[src/hw/obcd_pkg.sv]
// Constants for the configuration byte store and decoder
package obcd_pkg;

	// ------------------------------------------------------------
	// Byte selection and stored values
	// ------------------------------------------------------------
	localparam logic       SEL_BYTE_LOW   = 1'b0;
	localparam logic       SEL_BYTE_HIGH  = 1'b1;
	localparam logic [7:0] ERASED_BYTE    = 8'h0_0FF;
	localparam logic [7:0] LOW_RESET_VAL  = 8'h0_0FC;
	localparam logic [7:0] HIGH_RESET_VAL = 8'h0_0EF;

	// ------------------------------------------------------------
	// Low byte field positions
	// ------------------------------------------------------------
	localparam int WAKE_CLK_BIT  = 7;
	localparam int RANGE_MSB     = 6;
	localparam int RANGE_LSB     = 4;
	localparam int SECTOR_MSB    = 3;
	localparam int SECTOR_LSB    = 2;
	localparam int READOUT_BIT   = 1;
	localparam int WRPROT_BIT    = 0;

	// ------------------------------------------------------------
	// High byte field positions
	// ------------------------------------------------------------
	localparam int PLL_FACTOR_BIT = 7;
	localparam int PLL_BYPASS_BIT = 6;
	localparam int RESERVED_BIT   = 5;
	localparam int RC_SELECT_BIT  = 4;
	localparam int VDET_MSB       = 3;
	localparam int VDET_LSB       = 2;
	localparam int WDG_START_BIT  = 1;
	localparam int WATCHDOG_HALT_RESET_BIT   = 0;

	// ------------------------------------------------------------
	// Oscillator range codes
	// ------------------------------------------------------------
	localparam logic [2:0] RANGE_LOW         = 3'h0;
	localparam logic [2:0] RANGE_MEDIUM      = 3'h1;
	localparam logic [2:0] RANGE_MEDIUM_HIGH = 3'h2;
	localparam logic [2:0] RANGE_HIGH        = 3'h3;
	localparam logic [2:0] RANGE_VLP_XTAL    = 3'h4;
	localparam logic [2:0] RANGE_EXT_A       = 3'h5;
	localparam logic [2:0] RANGE_RESERVED    = 3'h6;
	localparam logic [2:0] RANGE_EXT_B       = 3'h7;

	// ------------------------------------------------------------
	// Decoded values and synchroniser depth
	// ------------------------------------------------------------
	localparam logic [12:0] SECTOR_BASE_BYTES = 13'h0_200;
	localparam logic [3:0]  PLL_MULT_LOW      = 4'h4;
	localparam logic [3:0]  PLL_MULT_HIGH     = 4'h8;
	localparam logic [1:0]  VDET_OFF_CODE     = 2'h3;
	localparam int          SYNC_STAGES       = 2;

endpackage

[src/hw/obcd_store_if.sv]
// Link between the decoder and the configuration byte store
`timescale 1ns/1ps
interface obcd_store_if;
	logic       wr;
	logic       erase;
	logic       sel;
	logic [7:0] wdata;
	logic [7:0] byte_low;
	logic [7:0] byte_high;

	modport ctrl  (output wr, erase, sel, wdata, input byte_low, byte_high);
	modport store (input wr, erase, sel, wdata, output byte_low, byte_high);
endinterface

[src/hw/obcd_store.sv]
// Non-volatile configuration byte store
`timescale 1ns/1ps
module obcd_store (
	input  wire logic    i_clk,        // System clock
	input  wire logic    i_por_arst_n, // Power-on reset, low active
	obcd_store_if.store  bus           // Access from the decoder
);
	logic [7:0] mem [2];

	assign bus.byte_low  = mem[0];
	assign bus.byte_high = mem[1];

	// ------------------------------------------------------------
	// Storage
	// ------------------------------------------------------------
	// Of the two resets only power-on reloads it, so contents outlive the system reset
	always_ff @(posedge i_clk or negedge i_por_arst_n) begin
		if (!i_por_arst_n) begin
			mem[0] <= obcd_pkg::LOW_RESET_VAL;
			mem[1] <= obcd_pkg::HIGH_RESET_VAL;
		end else if (bus.erase) begin
			mem[0] <= obcd_pkg::ERASED_BYTE;
			mem[1] <= obcd_pkg::ERASED_BYTE;
		end else if (bus.wr) begin
			mem[bus.sel] <= bus.wdata;
		end
	end
endmodule

[src/hw/obcd_top.sv]
// Configuration byte decoder with programming access and protection
`timescale 1ns/1ps

module obcd_top #(
	parameter int SYNC_STAGES = obcd_pkg::SYNC_STAGES
) (
	input  wire logic        i_clk,             // System clock
	input  wire logic        i_arst_n,          // System reset, low active
	input  wire logic        i_por_arst_n,      // Power-on reset, low active
	input  wire logic        i_prog_mode,       // Programming mode pin
	input  wire logic        i_prog_rd,         // Option byte read strobe
	input  wire logic        i_prog_wr,         // Option byte write strobe
	input  wire logic        i_prog_erase,      // Option erase strobe
	input  wire logic        i_prog_sel,        // 0 low byte, 1 high byte
	input  wire logic [7:0]  i_prog_wdata,      // Write data
	input  wire logic        i_mem_erase_done,  // Memory erase finished
	output logic [7:0]       o_prog_rdata,      // Read data
	output logic             o_prog_refused,    // Access refused pulse
	output logic             o_mem_erase_req,   // Whole memory erase request
	output logic             o_mem_read_block,  // Block memory extraction
	output logic             o_mem_write_block, // Block memory writes
	output logic             o_cfg_valid,       // Settings loaded
	output logic             o_wake_clk_rc,     // Wake timer uses RC osc
	output logic [2:0]       o_wake_range,      // Range used by wake clock
	output logic             o_rc_osc_en,       // Internal RC selected
	output logic [2:0]       o_osc_range,       // Main oscillator range
	output logic             o_osc_ext_clk,     // External clock input
	output logic             o_osc_range_bad,   // Reserved range code
	output logic [12:0]      o_sector_bytes,    // First sector size
	output logic [3:0]       o_pll_mult,        // PLL factor
	output logic             o_pll_bypass,      // PLL off and bypassed
	output logic             o_vdet_en,         // Voltage detectors on
	output logic [1:0]       o_vdet_level,      // 0 lowest, 2 highest
	output logic             o_wdg_hw_en,       // Watchdog on in hardware
	output logic             o_halt_reset_en    // Reset on halt entry
);
	typedef enum logic [1:0] {ST_IDLE, ST_MEM_ERASE, ST_OPT_ERASE}
		obcd_state_t;

	// Fewer than two stages would leave the mode pin metastable
	if (SYNC_STAGES < 2) begin : g_sync_check
		$error("SYNC_STAGES below two gives no safe crossing");
	end

	obcd_store_if sbus ();

	obcd_store u_store (
		.i_clk        (i_clk),
		.i_por_arst_n (i_por_arst_n),
		.bus          (sbus.store)
	);

	logic [SYNC_STAGES-1:0] mode_sync_r;
	logic                   mode_s;
	logic [7:0]             low_r;
	logic [7:0]             high_r;
	logic                   loaded_r;
	obcd_state_t            state_r;
	logic                   live_rdp;
	logic                   live_wp;
	logic                   acc_ok;
	logic                   wr_ok;
	logic                   erase_ok;
	logic [7:0]             wr_byte;
	logic                   wake_rc;
	logic [1:0]             sec_code;

	// ------------------------------------------------------------
	// Mode pin synchroniser
	// ------------------------------------------------------------
	always_ff @(posedge i_clk or negedge i_arst_n) begin
		if (!i_arst_n)
			mode_sync_r <= '0;
		else
			mode_sync_r <= {mode_sync_r[SYNC_STAGES-2:0], i_prog_mode};
	end
	assign mode_s = mode_sync_r[SYNC_STAGES-1];

	// ------------------------------------------------------------
	// Programming access
	// ------------------------------------------------------------
	assign live_rdp = sbus.byte_low[obcd_pkg::READOUT_BIT];
	assign live_wp  = sbus.byte_low[obcd_pkg::WRPROT_BIT];
	assign acc_ok   = mode_s && (state_r == ST_IDLE);
	assign wr_ok    = acc_ok && i_prog_wr;
	assign erase_ok = acc_ok && i_prog_erase && !i_prog_wr && !live_wp;

	always_comb begin
		wr_byte = i_prog_wdata;
		if (!i_prog_sel && live_wp)
			wr_byte[obcd_pkg::WRPROT_BIT] = 1'b1;
	end

	assign sbus.wr    = wr_ok;
	assign sbus.sel   = i_prog_sel;
	assign sbus.wdata = wr_byte;
	assign sbus.erase = (state_r == ST_OPT_ERASE);

	always_ff @(posedge i_clk or negedge i_arst_n) begin
		if (!i_arst_n)
			o_prog_rdata <= 8'h0_000;
		else if (acc_ok && i_prog_rd)
			o_prog_rdata <= i_prog_sel ? sbus.byte_high : sbus.byte_low;
		else
			o_prog_rdata <= 8'h0_000;
	end

	// Any strobe outside programming mode or during an erase is dropped
	always_ff @(posedge i_clk or negedge i_arst_n) begin
		if (!i_arst_n)
			o_prog_refused <= 1'b0;
		else
			o_prog_refused <= (i_prog_rd || i_prog_wr || i_prog_erase)
				&& !(acc_ok && (i_prog_rd || i_prog_wr || erase_ok));
	end

	// ------------------------------------------------------------
	// Option erase sequence
	// ------------------------------------------------------------
	// memory erase first when read-out protection is set
	always_ff @(posedge i_clk or negedge i_arst_n) begin
		if (!i_arst_n)
			state_r <= ST_IDLE;
		else
			case (state_r)
				ST_IDLE: begin
					if (erase_ok)
						state_r <= live_rdp ? ST_MEM_ERASE : ST_OPT_ERASE;
				end
				ST_MEM_ERASE: begin
					if (i_mem_erase_done)
						state_r <= ST_OPT_ERASE;
				end
				default: begin
					state_r <= ST_IDLE;
				end
			endcase
	end

	always_ff @(posedge i_clk or negedge i_arst_n) begin
		if (!i_arst_n)
			o_mem_erase_req <= 1'b0;
		else if (state_r == ST_IDLE)
			o_mem_erase_req <= erase_ok && live_rdp;
		else if (i_mem_erase_done)
			o_mem_erase_req <= 1'b0;
	end

	always_ff @(posedge i_clk or negedge i_arst_n) begin
		if (!i_arst_n) begin
			o_mem_read_block  <= 1'b1;
			o_mem_write_block <= 1'b1;
		end else begin
			o_mem_read_block  <= live_rdp || low_r[obcd_pkg::READOUT_BIT];
			o_mem_write_block <= live_rdp || live_wp
				|| low_r[obcd_pkg::READOUT_BIT]
				|| low_r[obcd_pkg::WRPROT_BIT];
		end
	end

	// ------------------------------------------------------------
	// Holding registers
	// ------------------------------------------------------------
	// captured once after reset
	always_ff @(posedge i_clk or negedge i_arst_n) begin
		if (!i_arst_n) begin
			low_r    <= obcd_pkg::LOW_RESET_VAL;
			high_r   <= obcd_pkg::HIGH_RESET_VAL;
			loaded_r <= 1'b0;
		end else if (!loaded_r) begin
			low_r    <= sbus.byte_low;
			high_r   <= sbus.byte_high;
			loaded_r <= 1'b1;
		end
	end

	// ------------------------------------------------------------
	// Decoded settings
	// ------------------------------------------------------------
	assign wake_rc  = low_r[obcd_pkg::WAKE_CLK_BIT];
	assign sec_code = low_r[obcd_pkg::SECTOR_MSB:obcd_pkg::SECTOR_LSB];

	always_ff @(posedge i_clk or negedge i_arst_n) begin
		if (!i_arst_n) begin
			o_cfg_valid    <= 1'b0;
			o_wake_clk_rc  <= 1'b1;
			o_wake_range   <= obcd_pkg::RANGE_VLP_XTAL;
			o_sector_bytes <= obcd_pkg::SECTOR_BASE_BYTES;
		end else begin
			o_cfg_valid    <= loaded_r;
			o_wake_clk_rc  <= wake_rc;
			o_wake_range   <= wake_rc
				? low_r[obcd_pkg::RANGE_MSB:obcd_pkg::RANGE_LSB]
				: obcd_pkg::RANGE_VLP_XTAL;
			o_sector_bytes <= obcd_pkg::SECTOR_BASE_BYTES << sec_code;
		end
	end

	// Range only matters while the internal RC is off
	always_ff @(posedge i_clk or negedge i_arst_n) begin
		if (!i_arst_n) begin
			o_rc_osc_en     <= 1'b1;
			o_osc_range     <= obcd_pkg::RANGE_LOW;
			o_osc_ext_clk   <= 1'b0;
			o_osc_range_bad <= 1'b0;
		end else begin
			o_rc_osc_en <= !high_r[obcd_pkg::RC_SELECT_BIT];
			o_osc_range <= low_r[obcd_pkg::RANGE_MSB:obcd_pkg::RANGE_LSB];
			o_osc_ext_clk <= high_r[obcd_pkg::RC_SELECT_BIT] &&
				(low_r[obcd_pkg::RANGE_MSB:obcd_pkg::RANGE_LSB]
					== obcd_pkg::RANGE_EXT_A ||
				 low_r[obcd_pkg::RANGE_MSB:obcd_pkg::RANGE_LSB]
					== obcd_pkg::RANGE_EXT_B);
			o_osc_range_bad <= high_r[obcd_pkg::RC_SELECT_BIT] &&
				(low_r[obcd_pkg::RANGE_MSB:obcd_pkg::RANGE_LSB]
					== obcd_pkg::RANGE_RESERVED);
		end
	end

	always_ff @(posedge i_clk or negedge i_arst_n) begin
		if (!i_arst_n) begin
			o_pll_mult      <= obcd_pkg::PLL_MULT_HIGH;
			o_pll_bypass    <= 1'b1;
			o_vdet_en       <= 1'b0;
			o_vdet_level    <= 2'h0;
			o_wdg_hw_en     <= 1'b0;
			o_halt_reset_en <= 1'b1;
		end else begin
			o_pll_mult <= high_r[obcd_pkg::PLL_FACTOR_BIT]
				? obcd_pkg::PLL_MULT_HIGH : obcd_pkg::PLL_MULT_LOW;
			o_pll_bypass <= high_r[obcd_pkg::PLL_BYPASS_BIT];
			o_vdet_en <= high_r[obcd_pkg::VDET_MSB:obcd_pkg::VDET_LSB]
				!= obcd_pkg::VDET_OFF_CODE;
			o_vdet_level <= high_r[obcd_pkg::VDET_MSB:obcd_pkg::VDET_LSB];
			o_wdg_hw_en <= !high_r[obcd_pkg::WDG_START_BIT];
			o_halt_reset_en <= high_r[obcd_pkg::WATCHDOG_HALT_RESET_BIT];
		end
	end
endmodule

[config.mk]
export PLATFORM = sky130hd
export DESIGN_NAME = obcd_top
export DESIGN_NICKNAME = d
export VERILOG_FILES = /design/src/hw/obcd_pkg.sv /design/src/hw/obcd_store_if.sv /design/src/hw/obcd_store.sv /design/src/hw/obcd_top.sv
export SDC_FILE = /design/constraint.sdc
export NUM_CORES = 1
export LEC_CHECK = 0
export BUFFER_PORTS_ARGS = -buffer_cell sky130_fd_sc_hd__buf_4
export CAP_MARGIN = 20
export CORE_MARGIN = 2
export CORE_UTILIZATION = 35
export CTS_BUF_LIST = sky130_fd_sc_hd__clkbuf_4 sky130_fd_sc_hd__clkbuf_8
export CTS_CLUSTER_DIAMETER = 60
export DETAILED_ROUTE_END_ITERATION = 8
export HOLD_SLACK_MARGIN = 0.1
export PLACE_DENSITY_LB_ADDON = 0.25
export SETUP_SLACK_MARGIN = 0.02
export SYNTH_ARGS = -nofsm -noshare
export SYNTH_HDL_FRONTEND = slang
export SYNTH_HIERARCHICAL = 1
export SYNTH_SLANG_ARGS = --single-unit
[constraint.sdc]
create_clock -name i_clk -period 1.4 [get_ports i_clk]
set_input_delay 0.28 -clock i_clk [delete_from_list [all_inputs] [get_ports i_clk]]
set_output_delay 0.28 -clock i_clk [all_outputs]
set_load 0.05 [all_outputs]
==> impl_metrics.json, run 1 <==
{
  "outcome": "completed",
  "start_kind": "register",
  "worstSetupStartpoint": "o_pll_bypass",
  "stdcell_count": 370,
  "synth_most_common_cell": "dfrtp_1",
  "cts.clk_slew.worst_paths_ns": 0.07,
  "power_density_nw_per_um2": 2270,
  "cpMaxStageDelayCell": "dfstp_2",
  "hold_violations": 0,
  "yosys.area_share.simple": 0.0985,
  "synth_cells": 199,
  "routed_wl_mm": 4.92,
  "synth_commonest_cells": "37 x dfrtp_1, 34 x dfstp_2, 25 x nor2_1, 15 x mux2_2, 15 x mux2i_1",
  "grt_pass1_vias": 1634,
  "antenna_found_initial": 0,
  "cp_max_fo": 1,
  "synth_area_leaders": "dfrtp_1 34%, dfstp_2 33%, mux2_2 6.2%, mux2i_1 5.5%, nor2_1 3.4%",
  "fin_util": 0.457,
  "cap_violations": 0,
  "r2r_slack_ns": 0.12,
  "synth_xor_area_frac": 0,
  "synth-seq-area-share": 0.666,
  "drtPass1Iterations": 4,
  "crit_chain": "buf_4",
  "fin_skew_ns": 0.00942,
  "worst_setup_path_end_kind": "output port",
  "p_leak_uw": 0.00163,
  "clock_latency_ns": 0.34,
  "finalMaxSlewViolations": 0,
  "cts_buffers": 9,
  "synth_compound_area_frac": 0.0504,
  "synth_top_family_by_area": "multiplexers",
  "holdPathEnd": "state_r[0]",
  "gp_congestion": 0.738,
  "nets": 280,
  "hold_class": "in2reg",
  "ys_types": 30,
  "hp-start": "i_mem_erase_done",
  "crit_buf_inv": 1,
  "root_buffer": "clkbuf_8",
  "syn_area_per_cell_sq_um": 13.7,
  "crit_required_ns": 1.12,
  "hold_path_depth": 2,
  "max_freq_mhz": 756,
  "dp_hpwl_mm": 3.40,
  "fin_ws_ns": 0.0772,
  "ys_warn_count": 6,
  "viasPerCell": 4.40,
  "drtAntennaViolNets": 0,
  "max_stage_delay_ns": 0.52,
  "h-tree-depth": 3,
  "dieArea_sq_um": 8520,
  "r2r-start": "state_r[0]",
  "setup_viol": 0,
  "place_ws_ns": 0.00260,
  "start_util": 0.357,
  "arrival_ns": 1.04,
  "async_flop_share": 1.00,
  "critPathKind": "reg2out",
  "port_buffers": 51,
  "yosysTopAreaCellShare": 0.339,
  "dr_total_vias": 1628,
  "synthMuxAreaShare": 0.117,
  "grt_max_degree": 34,
  "clkSinkCount": 71,
  "synth_area_leader_cell": "dfrtp_1",
  "pin_count": 63,
  "n_antenna_cell": 0,
  "min_period_over_period": 0.945,
  "ir_drop_v": 0.000724,
  "overflow": 0,
  "post-route-min-period_ns": 1.32,
  "reg2reg_to": "o_prog_refused",
  "drive_gt1_frac": 0.478,
  "ys_ff_latch": 71,
  "core_sq_um": 7650,
  "grt_pass1_wl_mm": 8.18,
  "cts_tree": "yes",
  "clock_path_buffers": 2,
  "first_iter_violations": 62,
  "synthAdderAreaFrac": 0,
  "drc": 0,
  "post_drt_wl_per_cell_um": 13.3,
  "place_inst": 350,
  "synth_area_sq_um": 2730,
  "die_y_um": 92.3,
  "synth_edf_count": 0,
  "critical_path.top_delay_family": "flip-flops",
  "reg2reg_depth": 3,
  "rsz0062_at_grt": "no",
  "fin_tns_setup_ns": 0,
  "synth_ff_type": "dfrtp_1",
  "die_w_um": 92.3,
  "grt_use_total": 0.125,
  "area_growth_pct": 28.0,
  "rows": 32,
  "fillCellCount": 700
}
state kept, by name (all words and copies together) (netlist names), 2 cells and up:
signal and flops:
o_pll_mult 2, o_wake_range 3, o_osc_range 3, state_r 2
mode_sync_r 2, u_store/bus.byte_high 8, o_sector_bytes 4, low_r 8
u_store/bus.byte_low 8, high_r 7, o_prog_rdata 8, o_vdet_level 2
report_power, final:
group	total [uW]	switching, uW	internal [uW]
clock network	1960	732	1230
logic	2610	1720	895
registers	3370	376	3000
total	7950	2830	5120
routing by layer:
metal	track usage	wire [um]
met3	0.0317	292
met5	0	0
met4	0.0709	78
met1	0.168	2300
met2	0.186	2250
worst reg2reg max path: stages, from the launching register on:
cell and delay [ns]:
dfrtp_1 0.38, buf_4 0.15, or3b_1 0.45, o32a_1 0.20
metrics by stage:
stage               power, uW  instance area (sq um)  hold slack [ns]
floorplan                5210                   2770          -0.0156
global placement         6010                   3210            0.153
detailed placement       6050                   3210            0.157
CTS                      8030                   3490            0.135
global route             8360                   3500            0.151
finish                   7950                   3500            0.149
cell families (layout without fill, tap and decap cells):
family,count (synthesis),in the layout
and+or+nand+nor,49,49
AOI/OAI and AO/OA,21,21
buffers and inverters,26,85
other,2,12
DFF,71,71
muxes,30,30
worst max-delay path by stage:
stage / slack, ns / end / cells after the start
CTS: 0.05 / u_store/bus.byte_high[4] / 5
global placement: 0.07 / u_store/bus.byte_high[4] / 4
floorplan: 0.16 / u_store/bus.byte_high[4] / 6
detailed placement: 0.003 / u_store/bus.byte_high[4] / 4
global route: 0.04 / o_mem_write_block / 1
finish: 0.08 / o_pll_bypass / 1
area by class of cell:
class / instances / area [sq um] / area share
Clock inverter: 5 / 106 / 0.0304
Clock buffer: 11 / 139 / 0.0397
Multi-Input combinational cell: 112 / 772 / 0.221
Inverter: 5 / 18.8 / 0.00537
Sequential cell: 71 / 1820 / 0.520
Timing Repair Buffer: 64 / 513 / 0.147
Tap cell: 102 / 128 / 0.0365
layout by cell type (no fill, tap or decap):
master / instances
conb_1: 12
mux2i_1: 15
nand2_1: 2
dlygate4sd3_1: 3
or4b_1: 1
nor3b_1: 1
nor2b_1: 3
o32a_1: 1
clkbuf_4: 2
inv_1: 5
and2_2: 1
nand4bb_1: 2
or3b_1: 1
a211oi_1: 8
clkinv_4: 1
o21ai_1: 1
nor2_1: 25
dfrtp_1: 37
bufinv_16: 3
clkinvlp_4: 1
buf_12: 2
nand2b_1: 3
and3_1: 2
o32ai_1: 2
and2_1: 3
nand2b_4: 1
nand3b_1: 1
mux2_2: 15
or2_1: 1
or3_1: 1
clkbuf_8: 9
a21oi_1: 9
dfstp_2: 34
and4b_1: 1
buf_4: 59
timing repair:
action	4_1_cts	5_1_grt
gates resized for setup	1	0
buffers inserted	0	1
endpoints found under the hold margin	38	0
hold buffers	3	0
endpoints found under the setup margin	2	7
(Power assumes the default switching activity.)
==> run 2, diff against run 1 <==
--- a/config.mk
+++ b/config.mk
@@ -7,7 +7,7 @@
 export LEC_CHECK = 0
 export BUFFER_PORTS_ARGS = -buffer_cell sky130_fd_sc_hd__buf_4
 export CAP_MARGIN = 20
-export CORE_MARGIN = 2
+export CORE_MARGIN = 8
 export CORE_UTILIZATION = 35
 export CTS_BUF_LIST = sky130_fd_sc_hd__clkbuf_4 sky130_fd_sc_hd__clkbuf_8
 export CTS_CLUSTER_DIAMETER = 60
==> run 2 against run 1 <==
Effect of this change:
- design area is 1.3% lower
- sequential share of layout area is 0.66 points higher
- sequential cell count stayed put
- combinational power hardly changed
- total power is 5.2% lower
- routed wire length is 5.5% higher
- clock power is 22% lower
- die area is 28% higher
==> impl_metrics.json, run 2 (synthesis results as in run 1) <==
{
  "h-tree-depth": 3,
  "drtPass1Iterations": 4,
  "post-route-min-period_ns": 1.33,
  "hold_class": "in2reg",
  "grt_pass1_wl_mm": 8.96,
  "drtAntennaViolNets": 0,
  "final_common_cell": "buf_4",
  "finalMaxSlewViolations": 0,
  "drive_gt1_frac": 0.479,
  "clkSinkCount": 71,
  "outcome": "completed",
  "viasPerCell": 4.40,
  "place_inst": 350,
  "cts_tree": "yes",
  "dr_total_vias": 1622,
  "critical_path.top_delay_family": "flip-flops",
  "cpMaxStageDelayCell": "dfstp_2",
  "die_w_um": 104,
  "max_stage_delay_ns": 0.53,
  "die_y_um": 104,
  "post_drt_wl_per_cell_um": 14.1,
  "whs_ns": 0.140,
  "r2r_slack_ns": 0.12,
  "power_density_nw_per_um2": 2180,
  "place_ws_ns": -0.0205,
  "crit_buf_inv": 1,
  "start_util": 0.357,
  "dieArea_sq_um": 10900,
  "cts_buffers": 9,
  "routed_wl_mm": 5.19,
  "core_sq_um": 7650,
  "stdcell_count": 369,
  "n_antenna_cell": 0,
  "worst_setup_path_end_kind": "output port",
  "max_freq_mhz": 751,
  "first_iter_violations": 93,
  "port_buffers": 51,
  "p_leak_uw": 0.00161,
  "grt_pass1_vias": 1798,
  "overflow": 0,
  "area_growth_pct": 26.4,
  "hold_violations": 0,
  "drc": 0,
  "rows": 32,
  "root_buffer": "clkbuf_8",
  "fin_ws_ns": 0.0677,
  "fin_skew_ns": 0.00892,
  "antenna_found_initial": 0,
  "min_period_over_period": 0.952,
  "clock_latency_ns": 0.34,
  "fillCellCount": 706,
  "crit_chain": "buf_4",
  "crit_required_ns": 1.12,
  "pin_count": 63,
  "met3WireLength_um": 419,
  "multi_input_area_sq_um": 774,
  "final_cell_mix": "58 x buf_4, 37 x dfrtp_1, 34 x dfstp_2",
  "start_kind": "register",
  "dp_hpwl_mm": 3.74,
  "arrival_ns": 1.05,
  "wl_met1_mm": 2.32,
  "nets": 280,
  "grt_max_degree": 34,
  "grt_use_total": 0.103,
  "setup_viol": 0,
  "rsz0062_at_grt": "no",
  "cap_violations": 0,
  "cp_max_fo": 1,
  "gp_congestion": 0.731,
  "ir_drop_v": 0.000773,
  "highest_layer": "met4",
  "clock_path_buffers": 2,
  "wl_met2_mm": 2.37,
  "critPathKind": "reg2out",
  "power_uw": 7540,
  "cts.clk_slew.worst_paths_ns": 0.07,
  "ff_latch_area_sq_um": 1820
}
run 2: layout make-up:
cell class | count | share of cell area
Timing Repair Buffer | 64 | 0.152
Tap cell | 102 | 0.0370
Sequential cell | 71 | 0.527
Clock inverter | 6 | 0.0181
Clock buffer | 9 | 0.0359
Multi-Input combinational cell | 112 | 0.224
Inverter | 5 | 0.00544
run 2: report_power, final:
part / internal (uW) / switching (uW) / leakage (uW)
sequential: 3000 / 385 / 0.000809
combinational: 901 / 1730 / 0.000703
clock: 808 / 719 / 0.0000988
run 2: worst paths after layout:
kind / from / to / cells after the start
max in group asynchronous: i_arst_n / high_r[0] / 3
worst min register to register: mode_sync_r[0] / mode_sync_r[1] / 0
worst max register to register: state_r[1] / u_store/bus.byte_high[4] / 5
worst max-delay path: o_halt_reset_en / o_halt_reset_en / 1
min in group asynchronous: i_por_arst_n / u_store/bus.byte_high[4] / 2
worst min-delay path: i_mem_erase_done / state_r[0] / 2
run 2: repair_timing:
item,4_1_cts,5_1_grt
hold endpoints to repair,39,0
hold buffers,3,0
gates resized for setup,1,2
setup buffers,0,1
setup endpoints to repair,1,8
run 2: routing by layer:
layer / vias up / global-route usage
met2: 54 / 0.157
met5: - / 0
li1: 777 / -
met3: 11 / 0.0508
met4: 0 / 0.0455
met1: 780 / 0.119
run 2: stage by stage:
step	setup TNS, ns	utilization	area (sq um)
finish	0	0.451	3450
global placement	0	0.422	3220
CTS	0	0.450	3440
floorplan	0	-	2770
global route	0	0.451	3450
detailed placement	-0.0205	0.422	3220
==> run 3, diff against run 2 <==
--- a/config.mk
+++ b/config.mk
@@ -8,7 +8,7 @@
 export BUFFER_PORTS_ARGS = -buffer_cell sky130_fd_sc_hd__buf_4
 export CAP_MARGIN = 20
 export CORE_MARGIN = 8
-export CORE_UTILIZATION = 35
+export CORE_UTILIZATION = 55
 export CTS_BUF_LIST = sky130_fd_sc_hd__clkbuf_4 sky130_fd_sc_hd__clkbuf_8
 export CTS_CLUSTER_DIAMETER = 60
 export DETAILED_ROUTE_END_ITERATION = 8
==> run 3 against run 2 <==
Effect of this change:
- sequential power barely moved
- global-route usage grew 4.8 points
- critical path depth stayed put
- design area fell by 2.1%
- largest power group unchanged
- setup slack gained 0.0026 ns
- die area fell by 31%
- final cell count decreased by 9.2%
- utilization grew 26 points
- combinational power barely moved
- clock power decreased by 7%
- sequential cell count stayed put
- worst hold slack improved by 0.014 ns
==> impl_metrics.json, run 3 (synthesis results as in run 1) <==
{
  "min_period_over_period": 0.950,
  "use_met3": 0.0548,
  "antenna_found_initial": 0,
  "drc": 0,
  "max_stage_delay_ns": 0.53,
  "fillCellCount": 360,
  "p_leak_uw": 0.00160,
  "cpMaxStageDelayCell": "dfstp_2",
  "fin_area_sq_um": 3380,
  "fin_skew_ns": 0.00494,
  "arrival_ns": 1.05,
  "max_freq_mhz": 752,
  "fin_tns_setup_ns": 0,
  "dr_total_vias": 1618,
  "nets": 280,
  "outcome": "completed",
  "crit_buf_inv": 1,
  "hold_violations": 0,
  "worst_setup_path_end_kind": "output port",
  "power_density_nw_per_um2": 2200,
  "die_w_um": 86.5,
  "setup_viol": 0,
  "rows": 25,
  "cp_max_fo": 1,
  "area_growth_pct": 23.8,
  "h-tree-depth": 3,
  "start_util": 0.574,
  "cts_tree": "yes",
  "ir_drop_v": 0.000921,
  "final_common_cell": "buf_4",
  "drtAntennaViolNets": 0,
  "power_uw": 7440,
  "dpl_cell_area_sq_um": 3160,
  "viasPerCell": 4.83,
  "first_iter_violations": 45,
  "die_y_um": 86.5,
  "pin_count": 63,
  "fin_util": 0.711,
  "fin_ws_ns": 0.0703,
  "critical_path.top_delay_family": "flip-flops",
  "clkSinkCount": 71,
  "port_buffers": 51,
  "final_cell_mix": "60 x buf_4, 37 x dfrtp_1, 34 x dfstp_2",
  "overflow": 0,
  "gp_congestion": 0.766,
  "cts_buffers": 9,
  "grt_max_degree": 32,
  "post-route-min-period_ns": 1.33,
  "dp_hpwl_mm": 3.64,
  "drtPass1Iterations": 4,
  "critPathKind": "reg2out",
  "core_sq_um": 4750,
  "grt_pass1_wl_mm": 8.58,
  "root_buffer": "clkbuf_8",
  "clock_latency_ns": 0.33,
  "grtUsageMet1": 0.173,
  "post_drt_wl_per_cell_um": 15.2,
  "cts.clk_slew.worst_paths_ns": 0.07,
  "routed_wl_mm": 5.09,
  "start_kind": "register",
  "grt_pass1_vias": 1799,
  "clock_path_buffers": 2,
  "n_antenna_cell": 0,
  "hold_class": "in2reg",
  "crit_required_ns": 1.12,
  "rsz0062_at_grt": "no",
  "grt_use_total": 0.151,
  "crit_chain": "buf_4",
  "drive_gt1_frac": 0.485,
  "place_ws_ns": 0.0636,
  "dieArea_sq_um": 7470,
  "top_usage_layer": "met2",
  "met2_usage": 0.235,
  "finalMaxSlewViolations": 0,
  "cap_violations": 0
}
==> run 3: cell count changes in the layout (fill, tap and decap cells not counted), sizes merged <==
cell / delta
clkinv: -2
bufinv: -1
clkbuf: +4
==> run 3: metal layers <==
metal,share of wire,vias up
li1,-,778
met4,0.022,0
met5,0,-
met1,0.40,784
met2,0.50,45
met3,0.077,11
==> run 3: layout make-up <==
type / count / area (sq um) / share of cell area
sequential: 71 / 1820 / 0.538
clock buffer: 13 / 160 / 0.0474
tap: 67 / 83.8 / 0.0248
multi-input combinational: 112 / 779 / 0.231
clock inverter: 3 / 18.8 / 0.00555
timing repair buffer: 64 / 500 / 0.148
inverter: 5 / 18.8 / 0.00555
==> run 3: per-stage QoR <==
stage | instances | hold slack [ns]
detailed placement | 315 | 0.145
finish | 335 | 0.154
global route | 335 | 0.152
CTS | 334 | 0.146
floorplan | 209 | -0.0156
global placement | 315 | 0.142
==> run 3: worst paths after layout <==
| path | from | endpoint | slack, ns | cells past startpoint |
|---|---|---|---|---|
| setup / recovery | o_mem_read_block | o_mem_read_block | 0.07 | 1 |
| setup reg to reg | state_r[0] | o_prog_refused | 0.11 | 3 |
| max in group asynchronous | i_arst_n | high_r[7] | 0.49 | 3 |
| min in group asynchronous | i_por_arst_n | u_store/bus.byte_high[4] | 0.34 | 2 |
| hold / removal | i_mem_erase_done | state_r[0] | 0.15 | 2 |
| hold reg to reg | mode_sync_r[0] | mode_sync_r[1] | 0.36 | 0 |
==> run 3: worst register-to-register path: stages (launching register included) <==
cell	delay [ns]
dfrtp_1	0.39
buf_4	0.15
or3b_1	0.44
o32a_1	0.20
==> run 3: report_power, final <==
group | total [uW] | switching, uW | internal (uW)
logic | 2620 | 1740 | 879
clock network | 1430 | 686 | 748
registers | 3380 | 385 | 3000
==> run 3: repair_timing <==
item	in CTS	in global routing
hold buffers	3	0
resized for setup	0	4
hold endpoints to repair	33	0
setup buffers	0	1
endpoints found under the setup margin	0	16
